### config.mk
export PLATFORM = sky130hd
export DESIGN_NAME = dtb_decoder
export DESIGN_NICKNAME = d
export VERILOG_FILES = /design/src/common/dtb_pkg.sv /design/src/core/dtb_timer.sv /design/src/core/dtb_decoder.sv
export SDC_FILE = /design/constraint.sdc
export NUM_CORES = 1
export LEC_CHECK = 0
export ABC_AREA = 1
export BUFFER_PORTS_ARGS = -buffer_cell sky130_fd_sc_hd__buf_4
export CAP_MARGIN = 20
export CORE_MARGIN = 2
export CORE_UTILIZATION = 40
export DETAILED_ROUTE_END_ITERATION = 12
export PLACE_DENSITY_LB_ADDON = 0.1
export SYNTH_ARGS = -nofsm -noshare
export SYNTH_HDL_FRONTEND = slang
export SYNTH_SLANG_ARGS = --single-unit
### constraint.sdc
create_clock -name ref_clk_i -period 3.6 [get_ports ref_clk_i]
set_input_delay 0.9 -clock ref_clk_i [delete_from_list [all_inputs] [get_ports ref_clk_i]]
set_output_delay 0.9 -clock ref_clk_i [all_outputs]
set_load 0.03 [all_outputs]
### src/common/dtb_pkg.sv
/*
 * Constants for the disk tag bus decoder: timing counts, bus bit
 * positions, register offsets, field positions and reset values.
 * Assumes a single 40 MHz clock and a synchronous active-high reset.
 */
// Notes on behaviour
// - Ready only at speed, loaded, no fault.
// - On-track while on track, drops on seek.
// - Offset command drops on-track for 1.0 ms.
// - 2.5 us track-start pulse, unaffected by seeks.
// - Unit lines compared only during select strobe.
// - Four lines name unit; missing plug means F.
// - Per-port busy when other unit holds drive; only port A does so, port B shows own selection, both in dual mode only.
// - Bus meaning follows the active tag.
// - Cylinder tag latches ten-bit binary cylinder.
// - Seek starts at cylinder tag falling edge.
// - Head tag latches bits 0 to 2.
// - Head register loads at head tag rise.
// - Bus bit 3 low selects the cartridge.
// - Control tag decodes each bit as command.
// - Unit selected within 400 ns on match.
// - Cylinder above 833 leaves seek-end unchanged.
`default_nettype none

package dtb_pkg;

  // ==========================================================
  // Clock and timing
  // ==========================================================
  localparam int unsigned CLK_HZ    = 40_000_000;
  localparam int unsigned CLK_NS    = 25;
  localparam int unsigned CNT_W     = 20;
  // Track-start pulse width in ns (2.5 us), rounded up to cycles.
  localparam int unsigned TSP_NS     = 2500;
  localparam int unsigned TSP_CYCLES = (TSP_NS + CLK_NS - 1) / CLK_NS;
  // Offset on-track drop in us (1.0 ms nominal).
  localparam int unsigned OFFSET_US  = 1000;
  localparam int unsigned OFFSET_CYCLES_DEF =
    OFFSET_US * (CLK_HZ / 1_000_000);
  // Plain defaults for revolution period and seek duration.
  localparam int unsigned REV_CYCLES_DEF  = 666_667;
  localparam int unsigned SEEK_CYCLES_DEF = 2000;

  // ==========================================================
  // Bus fields
  // ==========================================================
  localparam logic [9:0] CYL_MAX     = 10'h341;
  localparam logic [3:0] UNIT_ABSENT = 4'hf;
  localparam int HEAD_W     = 3;
  localparam int CART_BIT   = 3;
  localparam int CMD_WRITE  = 0;
  localparam int CMD_READ   = 1;
  localparam int CMD_OFS_FW = 2;
  localparam int CMD_OFS_RV = 3;
  localparam int CMD_FCLR   = 4;
  localparam int CMD_AMEN   = 5;
  localparam int CMD_RTZ    = 6;
  localparam int CMD_EARLY  = 7;
  localparam int CMD_LATE   = 8;
  localparam int CMD_PRIO   = 9;

  // ==========================================================
  // Register map
  // ==========================================================
  localparam logic [7:0] REG_CTRL   = 8'h00;
  localparam logic [7:0] REG_STATUS = 8'h04;
  localparam logic [7:0] REG_CYL    = 8'h08;
  localparam logic [7:0] REG_HEAD   = 8'h0c;
  localparam logic [7:0] REG_CMD    = 8'h10;
  localparam int CTRL_DUAL   = 0;
  localparam int ST_ONTRK    = 0;
  localparam int ST_READY    = 1;
  localparam int ST_SEL      = 2;
  localparam int ST_SEEKERR  = 3;
  localparam int ST_INDEX    = 4;
  localparam int ST_OTHER    = 5;
  localparam logic CTRL_DUAL_RST = 1'h0;

  // Positioner states.
  typedef enum logic [1:0] {
    MOT_ON_TRACK,
    MOT_SEEKING,
    MOT_OFFSET
  } dtb_mot_t;

endpackage : dtb_pkg

`default_nettype wire

### src/core/dtb_timer.sv
/*
 * Down-counting one-shot timer used for seeks, offsets and the
 * revolution period.
 * Assumes start_i is a one-cycle request and len_i is at least 1.
 */
`default_nettype none

module dtb_timer
  import dtb_pkg::*;
(
  // Clock and reset.
  input  wire logic             ref_clk_i,
  input  wire logic             srst_i,
  // Control.
  input  wire logic             start_i,
  input  wire logic [CNT_W-1:0] len_i,
  // Status.
  output logic                  busy_o,
  output logic                  done_o,
  output logic [CNT_W-1:0]      count_o
);

  logic [CNT_W-1:0] cnt;
  logic [CNT_W-1:0] next_cnt;

  // A start reloads, otherwise the count runs down to zero.
  always_comb begin
    next_cnt = cnt;
    if (start_i) begin
      next_cnt = len_i;
    end else if (cnt != '0) begin
      next_cnt = cnt - CNT_W'(1);
    end
  end

  // Count register.
  always_ff @(posedge ref_clk_i) begin
    if (srst_i) begin
      cnt <= '0;
    end else begin
      cnt <= next_cnt;
    end
  end

  // Busy lasts exactly len_i cycles; done marks the last one.
  assign busy_o  = (cnt != '0);
  assign done_o  = (cnt == CNT_W'(1));
  assign count_o = cnt;

endmodule : dtb_timer

`default_nettype wire

### src/core/dtb_decoder.sv
/*
 * Drive-side decoder for the bussed tag interface: unit selection,
 * cylinder and head latching, control commands, positioner timing,
 * track-start pulse and an APB register slave.
 * Assumes all inputs are synchronous to ref_clk_i and that the
 * controller keeps its own tag timing.
 */
`default_nettype none

module dtb_decoder
  import dtb_pkg::*;
#(
  parameter logic [CNT_W-1:0] REV_CYCLES    = CNT_W'(REV_CYCLES_DEF),
  parameter logic [CNT_W-1:0] SEEK_CYCLES   = CNT_W'(SEEK_CYCLES_DEF),
  parameter logic [CNT_W-1:0] OFFSET_CYCLES = CNT_W'(OFFSET_CYCLES_DEF)
)(
  // Clock and reset.
  input  wire logic        ref_clk_i,
  input  wire logic        srst_i,
  // Unit selection.
  input  wire logic        unit_select_strobe_i,
  input  wire logic [3:0]  unit_address_lines_i,
  input  wire logic        plug_present_i,
  input  wire logic [3:0]  plug_address_i,
  input  wire logic        degate_i,
  output logic             unit_selected_out_o,
  // Tags and bus.
  input  wire logic        cylinder_address_strobe_i,
  input  wire logic        head_address_strobe_i,
  input  wire logic        control_command_strobe_i,
  input  wire logic [9:0]  command_bus_lines_i,
  // Drive condition.
  input  wire logic        at_speed_i,
  input  wire logic        heads_loaded_i,
  input  wire logic        fault_i,
  input  wire logic        other_unit_holds_i,
  // Status toward the controller.
  output logic             drive_ready_out_o,
  output logic             on_track_out_o,
  output logic             track_start_pulse_o,
  output logic             port_a_other_owner_o,
  output logic             port_b_other_owner_o,
  // Decoded state toward the drive.
  output logic [9:0]       cylinder_o,
  output logic [2:0]       head_o,
  output logic             cartridge_select_bit_o,
  output logic [9:0]       cmd_bits_o,
  output logic             seek_error_o,
  // APB slave.
  input  wire logic        psel_i,
  input  wire logic        penable_i,
  input  wire logic        pwrite_i,
  input  wire logic [7:0]  paddr_i,
  input  wire logic [31:0] pwdata_i,
  output logic [31:0]      prdata_o,
  output logic             pready_o,
  output logic             pslverr_o
);

  // ==========================================================
  // Unit selection and tag edges
  // ==========================================================
  logic       cyl_tag_q;
  logic       hd_tag_q;
  logic [3:0] my_addr;
  logic       next_sel;
  logic       sel_act;
  logic       cyl_fall;
  logic       hd_rise;

  // A missing plug reads as the highest unit number.
  assign my_addr = plug_present_i ? plug_address_i : UNIT_ABSENT;

  // The address lines matter only while the strobe is high.
  always_comb begin
    next_sel = unit_selected_out_o;
    if (unit_select_strobe_i) begin
      next_sel = (unit_address_lines_i == my_addr) && !degate_i;
    end
  end

  // Tags act only while this drive is selected.
  assign sel_act  = unit_selected_out_o;
  assign cyl_fall = sel_act && cyl_tag_q && !cylinder_address_strobe_i;
  assign hd_rise  = sel_act && head_address_strobe_i && !hd_tag_q;

  // Selection and tag history registers.
  always_ff @(posedge ref_clk_i) begin
    if (srst_i) begin
      unit_selected_out_o <= 1'h0;
      cyl_tag_q           <= 1'h0;
      hd_tag_q            <= 1'h0;
    end else begin
      unit_selected_out_o <= next_sel;
      cyl_tag_q           <= cylinder_address_strobe_i;
      hd_tag_q            <= head_address_strobe_i;
    end
  end

  // ==========================================================
  // Address latches and command decode
  // ==========================================================
  logic [9:0] target_cyl;
  logic [9:0] next_target;
  logic [2:0] next_head;
  logic       next_cart;
  logic [9:0] next_cmd;
  logic [9:0] cmd_rise;
  logic [9:0] cmd_prev;

  // Bus meaning follows whichever tag is active.
  always_comb begin
    next_target = target_cyl;
    next_head   = head_o;
    next_cart   = cartridge_select_bit_o;
    next_cmd    = 10'h000;
    if (sel_act && cylinder_address_strobe_i) begin
      next_target = command_bus_lines_i;
    end
    if (hd_rise) begin
      next_head = command_bus_lines_i[HEAD_W-1:0];
      next_cart = !command_bus_lines_i[CART_BIT];
    end
    if (sel_act && control_command_strobe_i) begin
      next_cmd = command_bus_lines_i;
    end
  end

  // A command fires once when its bit first appears.
  assign cmd_rise = cmd_bits_o & ~cmd_prev;

  // Latch registers.
  always_ff @(posedge ref_clk_i) begin
    if (srst_i) begin
      target_cyl             <= 10'h000;
      head_o                 <= 3'h0;
      cartridge_select_bit_o <= 1'h0;
      cmd_bits_o             <= 10'h000;
      cmd_prev               <= 10'h000;
    end else begin
      target_cyl             <= next_target;
      head_o                 <= next_head;
      cartridge_select_bit_o <= next_cart;
      cmd_bits_o             <= next_cmd;
      cmd_prev               <= cmd_bits_o;
    end
  end

  // ==========================================================
  // Positioner
  // ==========================================================
  dtb_mot_t         mot;
  dtb_mot_t         next_mot;
  logic             next_ontrk;
  logic             next_serr;
  logic [9:0]       next_cylreg;
  logic             mot_start;
  logic [CNT_W-1:0] mot_len;
  logic             mot_done;
  logic             offset_go;
  logic             rtz_go;

  assign offset_go = cmd_rise[CMD_OFS_FW] || cmd_rise[CMD_OFS_RV];
  assign rtz_go    = cmd_rise[CMD_RTZ];

  // Seeks, rezero and offsets share one timer.
  always_comb begin
    next_mot    = mot;
    next_serr   = seek_error_o;
    next_cylreg = cylinder_o;
    mot_start   = 1'h0;
    mot_len     = SEEK_CYCLES;
    case (mot)
      MOT_ON_TRACK: begin
        if (cyl_fall && (target_cyl > CYL_MAX)) begin
          next_serr = 1'h1;
        end else if (cyl_fall) begin
          next_mot    = MOT_SEEKING;
          next_cylreg = target_cyl;
          mot_start   = 1'h1;
        end else if (offset_go) begin
          next_mot  = MOT_OFFSET;
          mot_start = 1'h1;
          mot_len   = OFFSET_CYCLES;
        end
      end
      MOT_SEEKING, MOT_OFFSET: begin
        if (mot_done) begin
          next_mot = MOT_ON_TRACK;
        end
      end
      default: begin
        next_mot = MOT_ON_TRACK;
      end
    endcase
    // Rezero is taken in any state, except in the cycle of an out-of-range cylinder tag fall, and clears a seek error.
    if (rtz_go && !(cyl_fall && (target_cyl > CYL_MAX))) begin
      next_mot    = MOT_SEEKING;
      next_cylreg = 10'h000;
      next_serr   = 1'h0;
      mot_start   = 1'h1;
      mot_len     = SEEK_CYCLES;
    end
    next_ontrk = (next_mot == MOT_ON_TRACK);
  end

  dtb_timer u_mot_timer (
    .ref_clk_i (ref_clk_i),
    .srst_i    (srst_i),
    .start_i   (mot_start),
    .len_i     (mot_len),
    .busy_o    (),
    .done_o    (mot_done),
    .count_o   ()
  );

  // Positioner registers.
  always_ff @(posedge ref_clk_i) begin
    if (srst_i) begin
      mot            <= MOT_ON_TRACK;
      on_track_out_o <= 1'h1;
      seek_error_o   <= 1'h0;
      cylinder_o     <= 10'h000;
    end else begin
      mot            <= next_mot;
      on_track_out_o <= next_ontrk;
      seek_error_o   <= next_serr;
      cylinder_o     <= next_cylreg;
    end
  end

  // ==========================================================
  // Track start, ready and port busy
  // ==========================================================
  logic             idx_busy;
  logic             idx_done;
  logic [CNT_W-1:0] idx_cnt;
  logic             next_tsp;
  logic             next_ready;
  logic             next_pa;
  logic             next_pb;
  logic             dual_en;

  // The revolution timer runs free of the positioner.
  dtb_timer u_idx_timer (
    .ref_clk_i (ref_clk_i),
    .srst_i    (srst_i),
    .start_i   (idx_done || !idx_busy),
    .len_i     (REV_CYCLES),
    .busy_o    (idx_busy),
    .done_o    (idx_done),
    .count_o   (idx_cnt)
  );

  // Status levels computed from the drive condition.
  always_comb begin
    next_tsp   = idx_busy &&
                 (idx_cnt > (REV_CYCLES - CNT_W'(TSP_CYCLES)));
    next_ready = sel_act && at_speed_i && heads_loaded_i
                 && !fault_i;
    next_pa    = dual_en && other_unit_holds_i;
    next_pb    = dual_en && sel_act;
  end

  // Status registers.
  always_ff @(posedge ref_clk_i) begin
    if (srst_i) begin
      track_start_pulse_o  <= 1'h0;
      drive_ready_out_o    <= 1'h0;
      port_a_other_owner_o <= 1'h0;
      port_b_other_owner_o <= 1'h0;
    end else begin
      track_start_pulse_o  <= next_tsp;
      drive_ready_out_o    <= next_ready;
      port_a_other_owner_o <= next_pa;
      port_b_other_owner_o <= next_pb;
    end
  end

  // ==========================================================
  // APB slave
  // ==========================================================
  logic [31:0] next_rdata;
  logic        next_err;
  logic        next_dual;
  logic        setup;

  assign setup    = psel_i && !penable_i;
  assign pready_o = psel_i && penable_i;

  // Read data and error are prepared in the setup cycle.
  always_comb begin
    next_rdata = prdata_o;
    next_err   = pslverr_o;
    next_dual  = dual_en;
    if (setup) begin
      next_rdata = 32'h0000_0000;
      next_err   = 1'h0;
      case (paddr_i)
        REG_CTRL:   next_rdata[CTRL_DUAL] = dual_en;
        REG_STATUS: begin
          next_rdata[ST_ONTRK]   = on_track_out_o;
          next_rdata[ST_READY]   = drive_ready_out_o;
          next_rdata[ST_SEL]     = unit_selected_out_o;
          next_rdata[ST_SEEKERR] = seek_error_o;
          next_rdata[ST_INDEX]   = track_start_pulse_o;
          next_rdata[ST_OTHER]   = port_a_other_owner_o;
        end
        REG_CYL:    next_rdata[9:0] = cylinder_o;
        REG_HEAD:   next_rdata[3:0] = {cartridge_select_bit_o, head_o};
        REG_CMD:    next_rdata[9:0] = cmd_bits_o;
        default:    next_err = 1'h1;
      endcase
    end
    if (pready_o && pwrite_i && (paddr_i == REG_CTRL)) begin
      next_dual = pwdata_i[CTRL_DUAL];
    end
  end

  // Bus registers.
  always_ff @(posedge ref_clk_i) begin
    if (srst_i) begin
      prdata_o  <= 32'h0000_0000;
      pslverr_o <= 1'h0;
      dual_en   <= CTRL_DUAL_RST;
    end else begin
      prdata_o  <= next_rdata;
      pslverr_o <= next_err;
      dual_en   <= next_dual;
    end
  end

  // ==========================================================
  // Checks
  // ==========================================================
  localparam int TSP_LAST = TSP_CYCLES - 1;
  logic [CNT_W-1:0] low_run;
  logic [CNT_W-1:0] tsp_run;

  // Length of the current on-track low stretch.
  always_ff @(posedge ref_clk_i) begin
    if (srst_i || on_track_out_o) begin
      low_run <= '0;
    end else begin
      low_run <= low_run + CNT_W'(1);
    end
  end

  // Length of the current track-start pulse, too long to unroll.
  always_ff @(posedge ref_clk_i) begin
    if (srst_i || !track_start_pulse_o) begin
      tsp_run <= '0;
    end else begin
      tsp_run <= tsp_run + CNT_W'(1);
    end
  end
endmodule : dtb_decoder

`default_nettype wire

# --- Word-level counts from Yosys, hierarchy flattened ---
# Index checks and enable logic that the tools add are counted.
totals:
  reg_bits: 104
  input_bits: 73
  output_inout_bits: 65
  wordCells: 108
op_classes:
  add_sub_neg: 2
  n_reduce_logical: 43
  n_bitwise: 4
  n_lt_le_gt_ge: 2
  n_mux: 26
  n_eq_ne: 9
ops:
  columns: ["cell", "count"]
  rows:
  - ["20-bit two-way mux", 5]
  - ["16-bit two-way mux", 4]
  - ["20-bit by 1-bit == test with 1-bit output, second input constant", 2]
  - ["20-bit nonzero test", 2]
  - ["20-bit by 1-bit subtractor with 20-bit output, second input constant", 2]
  - ["20-bit > comparator, second input constant", 1]
  - ["1-bit logical AND", 19]
  - ["8-bit by 4-bit == test with 1-bit output, second input constant", 2]
  - ["3-bit one-hot mux with 4 select lines", 1]
  - ["10-bit > comparator, second input constant", 1]
  - ["2-bit two-way mux", 5]
  - ["8-bit by 3-bit == test with 1-bit output, second input constant", 1]
  - ["8-bit by 5-bit == test with 1-bit output, second input constant", 1]
  - ["1-bit zero test", 8]
  - ["8-bit zero test", 1]
  - ["4-bit one-hot mux with 2 select lines", 1]
  - ["2-bit OR reduction", 4]
  - ["7-bit bitwise AND", 1]
  - ["7-bit NOT", 1]
  - ["1-bit two-way mux", 6]
  - ["2-bit one-hot mux with 3 select lines", 1]
  - ["1-bit one-hot mux with 5 select lines", 1]
  - ["5-bit OR reduction", 1]
  - ["4-bit == test", 1]
  - ["10 further kinds", 14]

# --- Depth between registers and ports, before layout ---
# Gate-level depths: netlist of the first run.
depth:
  word_depth: 9
  ltp_mapped: 12
  mapped_depth_nobuf: 12

# --- Cells and area by module ---
# From an unflattened synthesis of the first run, not the netlist that was laid out.
hier_totals:
  cells_unflattened: 907
  area_unflattened_um2: 6003.3
by_module_without_submodules:
  columns: ["mod", "cells_each", "n_inst", "seq_area_each_um2", "area_each_um2"]
  rows:
  - ["dtb_timer", 255, 2, 400.4, 1561.5]
  - ["dtb_decoder", 397, 1, 1201.2, 2880.3]

# --- Least setup slack after synthesis of the first run ---
# OpenSTA, ideal clock, no wires.
synth_path:
  path_kind: "input to output"
  from: "input port penable_i"
  to: "output port pready_o"
  required_ns: 2.700
  arrival_ns: 1.140
  stages: 2
  setup_slack_ns: 1.560
  n_path_buf: 0
  cell_sequence: "nand2_1 > inv_1"
synth_between:
  elab_chain_cells: 1
synth_rtl:
  columns: ["element", "line_no", "source"]
  rows:
  - ["start: declaration", "dtb_decoder.sv:51", "input wire logic penable_i,"]
  - ["1-bit logical AND", "dtb_decoder.sv:289", "assign pready_o = psel_i && penable_i;"]
  - ["end: declaration", "dtb_decoder.sv:56", "output logic pready_o,"]
# Every way passes these cells.

# --- Worst setup path after layout of the first run ---
# Same ends and word-level chain as after synthesis.

==> results of run 1 <==
metal layers:
metal  global-route usage  wire length, um  up-vias
met5                    0                0        -
met4               0.0596              177        0
met3               0.0561              545       10
met2                0.313             5940       92
met1                0.245             5640     1990
li1                     -                -     2270
path summary, 6_finish.rpt:
kind                                    from                                   end  slack [ns]  cells past startpoint
setup / recovery                   penable_i                              pready_o        1.42                      4
hold / removal          dual_en$_SDFFE_PP0P_       port_a_other_owner_o$_SDFF_PP0_        0.47                      2
setup reg to reg  target_cyl[1]$_SDFFE_PP0P_  u_mot_timer.count_o[16]$_SDFFE_PP0P_        1.74                     10
hold reg to reg         dual_en$_SDFFE_PP0P_       port_a_other_owner_o$_SDFF_PP0_        0.47                      2
metrics by stage:
step,instances,hold WS (ns),power (uW),utilization
CTS,927,0.472,4050,0.488
global placement,911,0.455,3000,0.463
global route,927,0.489,4310,0.488
detailed placement,911,0.462,3030,0.463
floorplan,689,0.423,2750,-
finish,927,0.466,4020,0.488
cell families (layout without fill, tap and decap cells):
| logic type | after synthesis | after routing |
|---|---|---|
| adders and majority gates | 7 | 7 |
| and+or+nand+nor | 286 | 286 |
| xor gates and xnor gates | 23 | 23 |
| DFF | 100 | 100 |
| other | 1 | 22 |
| AOI/OAI and AO/OA | 115 | 115 |
| muxes | 1 | 1 |
| buffers and inverters | 135 | 201 |
area by class of cell:
cell class,count,area (um^2),area share
Clock buffer,11,253,0.0414
Tap cell,172,215,0.0352
Timing Repair Buffer,86,646,0.106
Sequential cell,100,2000,0.328
Inverter,99,375,0.0615
Clock inverter,5,57.6,0.00942
Multi-Input combinational cell,454,2560,0.419
worst max-delay path: stages:
cell and delay, ns:
buf_4 0.11, nand2_1 0.05, inv_1 0.05, buf_4 0.16
registers in the layout, summed over array words and instances, names as in the netlist, 2 cells and up:
register	cells
head_o	3
cylinder_o	10
cmd_bits_o	10
prdata_o	10
u_mot_timer.count_o	20
u_idx_timer.count_o	20
cmd_prev	3
mot	2
target_cyl	10
power breakdown:
part / total (uW) / internal (uW) / switching, uW
registers: 1410 / 1270 / 149
clock network: 1000 / 578 / 426
logic: 1600 / 596 / 1000
total: 4020 / 2440 / 1580
placed cells by master, fill, tap and decap left out, drive strengths merged, types with 6 or more instances in the layout:
cell / Yosys / layout
nand2: 110 / 110
dfxtp: 100 / 100
nor2: 100 / 100
inv: 97 / 98
buf: 28 / 86
a21oi: 48 / 48
o21ai: 47 / 47
nand3: 36 / 36
conb: 1 / 22
xor2: 16 / 16
nor3: 14 / 14
nand4: 14 / 14
clkbuf: 8 / 11
xnor2: 7 / 7
ha: 7 / 7
nor4: 6 / 6
==> impl_metrics.ini, run 1 <==
[timing]
rsz0062_at_grt = no
tightest_slew_ns = 0.855
fin_ws_ns = 1.42
maxSlewHeadroom = 0.426
fmax_ghz = 0.459
drv_slew = 0
min_period_ns = 2.18
clock_skew_ns = 0.00955
hold_viol_final = 0
setup_violations = 0
setup_tns_ns = 0
fin_crit_sh = 0.605

[setup_path]
critPathLaunchType = input port
cp.arrival_ns = 1.28
cp_max_fo = 2
cp_data_required_time_ns = 2.70
crit_path_end_kind = output pin
setup.worst_path.class = input port to output pin

[cts]
cts_tree = done
postCtsSetupBuffers = 0
cts_buffer_depth = 2
post_cts_resized = 0
path_clk_slew_ns = 0.07
clockRootBuffer = clkbuf_16
clock-sinks = 100
cts-hold-fix-buffers = 0
cts_inserted_buffers = 9
cts_max_level = 3
clk_latency_ns = 0.35

[logic_synthesis]
synth_top_flop_cell = dfxtp_1
yosysTopAreaCellShare = 0.393
mappedNetlistArea_um2 = 5100
synthXorXnorAreaFrac = 0.0395
yosysMostFrequentCell = dfxtp_1
syn_avg_cell_area_um2 = 7.63
synth_cell_type_count = 52
synth_top_family_by_area = simple AND/OR/NAND/NOR gates
synth-simple-area-share = 0.291
synth_edf_count = 0
ys_seq_area_frac = 0.393
yosys-top-cells-count = dfxtp_1 (100), nand2_1 (96), inv_1 (86)
synthTopCellsByArea = dfxtp_1 (39%), nand2_1 (7.1%), inv_1 (6.3%)
synth-adder-area-share = 0.0172
synth_compound_area_frac = 0.137
synthMuxAreaShare = 0.00196
synth_top_area_cell = dfxtp_1
yosys_warnings = 0
async_reset_ff_frac = 0
synth_seq_cells = 100
syn_inst = 668

[cells_and_area]
insertedDiodeCount = 0
nets = 830
layout-drive-gt1-share = 0.246
area_delta_synth_final_pct = 19.8
fin_area_um2 = 6110
fill_cells = 1290

[global_routing]
antenna_found_initial = 0
grt_max_degree = 36
grt.overflow.total = 0
grt_pass1_vias = 4102
grt_pass1_wl_mm = 20.0
grt_usage = 0.191

[drt]
vias_per_cell = 4.71
vias = 4362
drc_errors = 0
drtIter0Drc = 200
drt-total-wl_mm = 12.3
ant_nets = 0
dr.pass1.iters = 4
post_drt_wl_per_cell_um = 13.3

[place]
gp_congestion = 0.783
pre_cts_ws_ns = 1.16
placed_cell_area_um2 = 5800
hpwlAfterDp_mm = 9.26
numPortBuffers = 84

[worst_hold_path]
min-delay-path-class = flop to flop

[floorplan]
die_y_um = 117
fp-row-count = 41
io_pins = 138
dieArea_um2 = 13700
die_w_um = 117
coreArea_um2 = 12500
initial_utilization = 0.407

[power]
p_per_area_nw_per_um2 = 657
peakVddDrop_uv = 369
p_leak_uw = 0.00282

[job]
maxCapViolations = 0

[status]
status = complete, no violations
Note: power is estimated with default switching activity, not from simulation.
==> inputs of run 2 (changes only) <==
==> constraint.sdc (replaced) <==
create_clock -name ref_clk_i -period 2.1 [get_ports ref_clk_i]
set_input_delay 0.525 -clock ref_clk_i [delete_from_list [all_inputs] [get_ports ref_clk_i]]
set_output_delay 0.525 -clock ref_clk_i [all_outputs]
set_load 0.03 [all_outputs]
==> run 2 against run 1 <==
  * Count of clock-buffer cells in the layout decreased by 2
  * Clock skew is 0.0019 ns lower
  * First-iteration DRC count rose by 7.5%
  * Global-route usage grew 0.14 points
  * Register-to-register slack lost 1.4 ns
  * Clock power increased by 63%
  * Power is 69% higher
  * Utilization is 0.46 points higher
  * Combinational power is 71% higher
  * Setup slack got worse by 1.1 ns
  * Non-clock buffer count up 8
  * Sequential power up 72%
  * Critical path type is now flop to flop
==> impl_metrics.ini, run 2 (synthesis results as in run 1) <==
[cells_and_area]
layout_common_cells = dfxtp_1 (100), nand2_1 (96), buf_4 (93)
insertedDiodeCount = 0
fin_area_um2 = 6170
area_delta_synth_final_pct = 21.0
nets = 838
layout_commonest_cell = dfxtp_1
fill_cells = 1280
layout-drive-gt1-share = 0.254

[worst_hold_path]
min-delay-path-class = input port to flop

[cts]
clock-sinks = 100
postCtsSetupBuffers = 0
clockRootBuffer = clkbuf_16
cts_inserted_buffers = 9
clk_latency_ns = 0.35
cts-hold-fix-buffers = 0
path_clk_slew_ns = 0.07
post_cts_resized = 0
cts_buffer_depth = 2
cts_max_level = 3
cts_tree = done

[timing]
min_period_ns = 1.77
tightest_slew_ns = 0.530
fmax_ghz = 0.565
clock_skew_ns = 0.00768
maxSlewHeadroom = 0.645
fin_crit_sh = 0.842
drv_slew = 0
rsz0062_at_grt = no
setup_tns_ns = 0
setup_violations = 0
hold_viol_final = 0

[setup_path]
cp_num_cells = 9
crit_path_end_kind = flop
crit_slowest_cell = dfxtp_1
path_delay_family = simple AND/OR/NAND/NOR gates
crit_path_max_incr_delay_ns = 0.32
worstPathCellList = inv_1, ha_1, nand2_1, nor2_1, nand4_1, nor2_1, nand2_1, o21bai_1, a21oi_1
critPathLaunchType = flop
reg2reg_slack_ns = 0.33
reg2regPathDepth = 9
cp-endpoint = u_idx_timer.count_o[18]$_SDFFE_PP0P_
setup.worst_path.class = flop to flop
cp.arrival_ns = 2.01
cp_data_required_time_ns = 2.34
critPathBufInv = 1
cp_max_fo = 5
reg2reg_from = u_idx_timer.count_o[0]$_SDFFE_PP0P_
crit_start = u_idx_timer.count_o[0]$_SDFFE_PP0P_
reg2reg_to = u_idx_timer.count_o[18]$_SDFFE_PP0P_

[global_routing]
antenna_found_initial = 0
grt_pass1_vias = 4175
grt_max_degree = 21
grt_usage = 0.193
grt_pass1_wl_mm = 20.4
grt.overflow.total = 0

[drt]
drt-total-wl_mm = 12.4
vias_per_cell = 4.74
drc_errors = 0
post_drt_wl_per_cell_um = 13.3
dr.pass1.iters = 4
drtIter0Drc = 215
ant_nets = 0
vias = 4428

[place]
gp_congestion = 0.796
hpwlAfterDp_mm = 9.60
placed_cell_area_um2 = 5870
numPortBuffers = 84

[power]
peakVddDrop_uv = 469
finalPower_uw = 6790
p_leak_uw = 0.00285
p_per_area_nw_per_um2 = 1100

[status]
status = complete, no violations

[floorplan]
initial_utilization = 0.407
dieArea_um2 = 13700
die_w_um = 117
coreArea_um2 = 12500
fp-row-count = 41
io_pins = 138
die_y_um = 117

[job]
maxCapViolations = 0
## run 2: area by class of cell
cell class                      count  area (um^2)  share of cell area
Clock buffer                        9          225              0.0365
Multi-Input combinational cell    454         2560               0.415
Tap cell                          172          215              0.0349
Timing Repair Buffer               94          718               0.116
Clock inverter                      7         70.1              0.0114
Sequential cell                   100         2000               0.325
Inverter                           99          375              0.0609
## run 2: worst min-delay path by stage
| stage | from | end | slack [ns] | cells after the start |
|---|---|---|---|---|
| 3_5_place_dp | cylinder_o[9]$_SDFFE_PP0P_ | cylinder_o[9]$_SDFFE_PP0P_ | 0.46 | 2 |
| 6_report | fault_i | drive_ready_out_o$_SDFF_PP0_ | 0.33 | 2 |
| 3_3_place_gp | prdata_o[4]$_SDFFE_PP0P_ | prdata_o[4]$_SDFFE_PP0P_ | 0.46 | 2 |
| 5_1_grt | fault_i | drive_ready_out_o$_SDFF_PP0_ | 0.31 | 2 |
| 2_1_floorplan | dual_en$_SDFFE_PP0P_ | port_a_other_owner_o$_SDFF_PP0_ | 0.42 | 2 |
| 4_1_cts | fault_i | drive_ready_out_o$_SDFF_PP0_ | 0.32 | 2 |
## run 2: per-stage QoR
stage / hold slack, ns / setup WS [ns] / utilization / instances
detailed placement: 0.463 / 0.279 / 0.469 / 919
finish: 0.331 / 0.332 / 0.493 / 935
global route: 0.313 / 0.134 / 0.493 / 935
global placement: 0.455 / 0.294 / 0.469 / 919
CTS: 0.316 / 0.295 / 0.493 / 935
floorplan: 0.423 / 0.536 / - / 689
## run 2: per-layer routing
metal / routed length (um) / track usage / part of all wire
met1: 5570 / 0.247 / 0.45
met2: 6000 / 0.323 / 0.48
met3: 742 / 0.0551 / 0.060
met4: 129 / 0.0439 / 0.010
met5: 0 / 0 / 0
## run 2: power by group
group          leakage [uW]  internal, uW  switching (uW)
clock network      0.000141           835             795
logic               0.00190          1030            1710
registers          0.000813          2170             251
total               0.00285          4030            2750
==> inputs of run 3 (changes only) <==
==> constraint.sdc (replaced) <==
create_clock -name ref_clk_i -period 1.57 [get_ports ref_clk_i]
set_input_delay 0.3925 -clock ref_clk_i [delete_from_list [all_inputs] [get_ports ref_clk_i]]
set_output_delay 0.3925 -clock ref_clk_i [all_outputs]
set_load 0.03 [all_outputs]
==> run 3 against run 2 <==
  * Die area unchanged
  * Utilization is 5.2 points higher
  * Via count grew 4.0%
  * Wire length is 6.4% higher
  * Clock skew barely moved
  * First-iteration DRC count increased by 20%
  * Clock power rose by 58%
  * Non-clock buffer count rose by 42
  * Final cell count grew 4.6%
  * Largest power group unchanged
  * Highest routed layer unchanged
==> impl_metrics.ini, run 3 (synthesis results as in run 1) <==
[status]
status = complete, no violations

[setup_path]
critPathLaunchType = flop
cp_data_required_time_ns = 1.81
setup.worst_path.class = flop to flop
crit_path_end_kind = flop
cp.arrival_ns = 1.77
cp_max_fo = 4

[drt]
met3WireLength_um = 592
ant_nets = 0
post_drt_wl_per_cell_um = 13.5
wl_met2_mm = 6.49
drc_errors = 0
drt-met1-wl_mm = 6.02
drtIter0Drc = 257
dr.max_layer_used = met4
vias = 4603
dr.pass1.iters = 4
vias_per_cell = 4.71
drt-total-wl_mm = 13.2

[floorplan]
die_y_um = 117
dieArea_um2 = 13700
die_w_um = 117
coreArea_um2 = 12500
fp-row-count = 41
initial_utilization = 0.407
io_pins = 138

[place]
gp_congestion = 0.884
hpwlAfterDp_mm = 10.0
dp_cells = 954
numPortBuffers = 84
pre_cts_ws_ns = -0.0707

[cts]
cts_inserted_buffers = 9
cts_tree = done
cts_buffer_depth = 2
cts_max_level = 3
clk_latency_ns = 0.35
clock-sinks = 100
clockRootBuffer = clkbuf_16
path_clk_slew_ns = 0.07
cts-hold-fix-buffers = 0

[timing]
fin_ws_ns = 0.0358
setup_violations = 0
drv_slew = 0
fmax_ghz = 0.652
setup_tns_ns = 0
fin_crit_sh = 0.977
min_period_ns = 1.53
hold_viol_final = 0
rsz0062_at_grt = yes
clock_skew_ns = 0.00752

[power]
peakVddDrop_uv = 928
p_leak_uw = 0.00316
p_per_area_nw_per_um2 = 1560

[global_routing]
grt_usage = 0.200
grt_max_degree = 21
grt.overflow.total = 0
grt_pass1_wl_mm = 21.2
antenna_found_initial = 0
grt_pass1_vias = 4328

[cells_and_area]
nets = 881
insertedDiodeCount = 0
layout_commonest_cell = buf_4
instances_no_fill = 978
area_delta_synth_final_pct = 33.8
fill_cells = 1214
layout_common_cells = buf_4 (131), nand2_1 (90), dfxtp_1 (82)
layout-drive-gt1-share = 0.356

[job]
maxCapViolations = 0

[worst_hold_path]
min-delay-path-class = input port to flop
## run 3: cell types whose count changed in the layout (fill, tap and decap cells not counted), sizes merged
| cell | change |
|---|---|
| clkinvlp | -1 |
| nand4 | +1 |
| bufinv | +3 |
| inv | +1 |
| clkinv | -3 |
| buf | +42 |
## run 3: what timing repair did
| action | in CTS | in global routing |
|---|---|---|
| buffers inserted | 0 | 7 |
| pin swaps | 3 | 25 |
| gates resized for setup | 4 | 72 |
| cloned | 0 | 1 |
| setup endpoints to repair | 4 | 47 |
## run 3: critical path: stages (launching register included)
cell and delay (ns):
dfxtp_1 0.36, nor2_2 0.14, nand2_1 0.09, nor2_4 0.16, nand4_2 0.13, nor2_4 0.20, nand4_2 0.20, nand3_1 0.11
nor2_1 0.05
## run 3: layout make-up
class                      count  area (um^2)  share of cell area
multi-input combinational    455         2780               0.408
sequential                   100         2020               0.297
timing repair buffer         136         1070               0.158
inverter                      99          378              0.0554
clock buffer                   9          225              0.0330
tap                          172          215              0.0316
clock inverter                 7          121              0.0178
## run 3: final timing paths
path / from / endpoint / slack, ns / cells after the start
worst max-delay path: u_mot_timer.count_o[12]$_SDFFE_PP0P_ / u_mot_timer.count_o[18]$_SDFFE_PP0P_ / 0.04 / 8
worst min-delay path: fault_i / drive_ready_out_o$_SDFF_PP0_ / 0.21 / 2
worst max register to register: u_mot_timer.count_o[12]$_SDFFE_PP0P_ / u_mot_timer.count_o[18]$_SDFFE_PP0P_ / 0.04 / 8
worst min register to register: prdata_o[1]$_SDFFE_PP0P_ / prdata_o[1]$_SDFFE_PP0P_ / 0.46 / 2
## run 3: routing by layer
metal / vias up / track usage
met5: - / 0
met4: 0 / 0.0447
met3: 9 / 0.0530
met2: 103 / 0.335
met1: 2107 / 0.258
li1: 2384 / -
## run 3: through the flow
| stage | hold WS [ns] | utilization | power [uW] | area (um^2) |
|---|---|---|---|---|
| after floorplan | 0.423 | - | 6300 | 5180 |
| after global placement | 0.456 | 0.493 | 7220 | 6170 |
| after detailed placement | 0.457 | 0.493 | 7320 | 6170 |
| after CTS | 0.193 | 0.522 | 10000 | 6540 |
| after global routing | 0.196 | 0.545 | 11400 | 6820 |
| final | 0.210 | 0.545 | 10600 | 6820 |
## run 3: power by group
group          switching (uW)  internal [uW]
clock network            1010           1570
logic                    2710           2010
registers                 389           2930
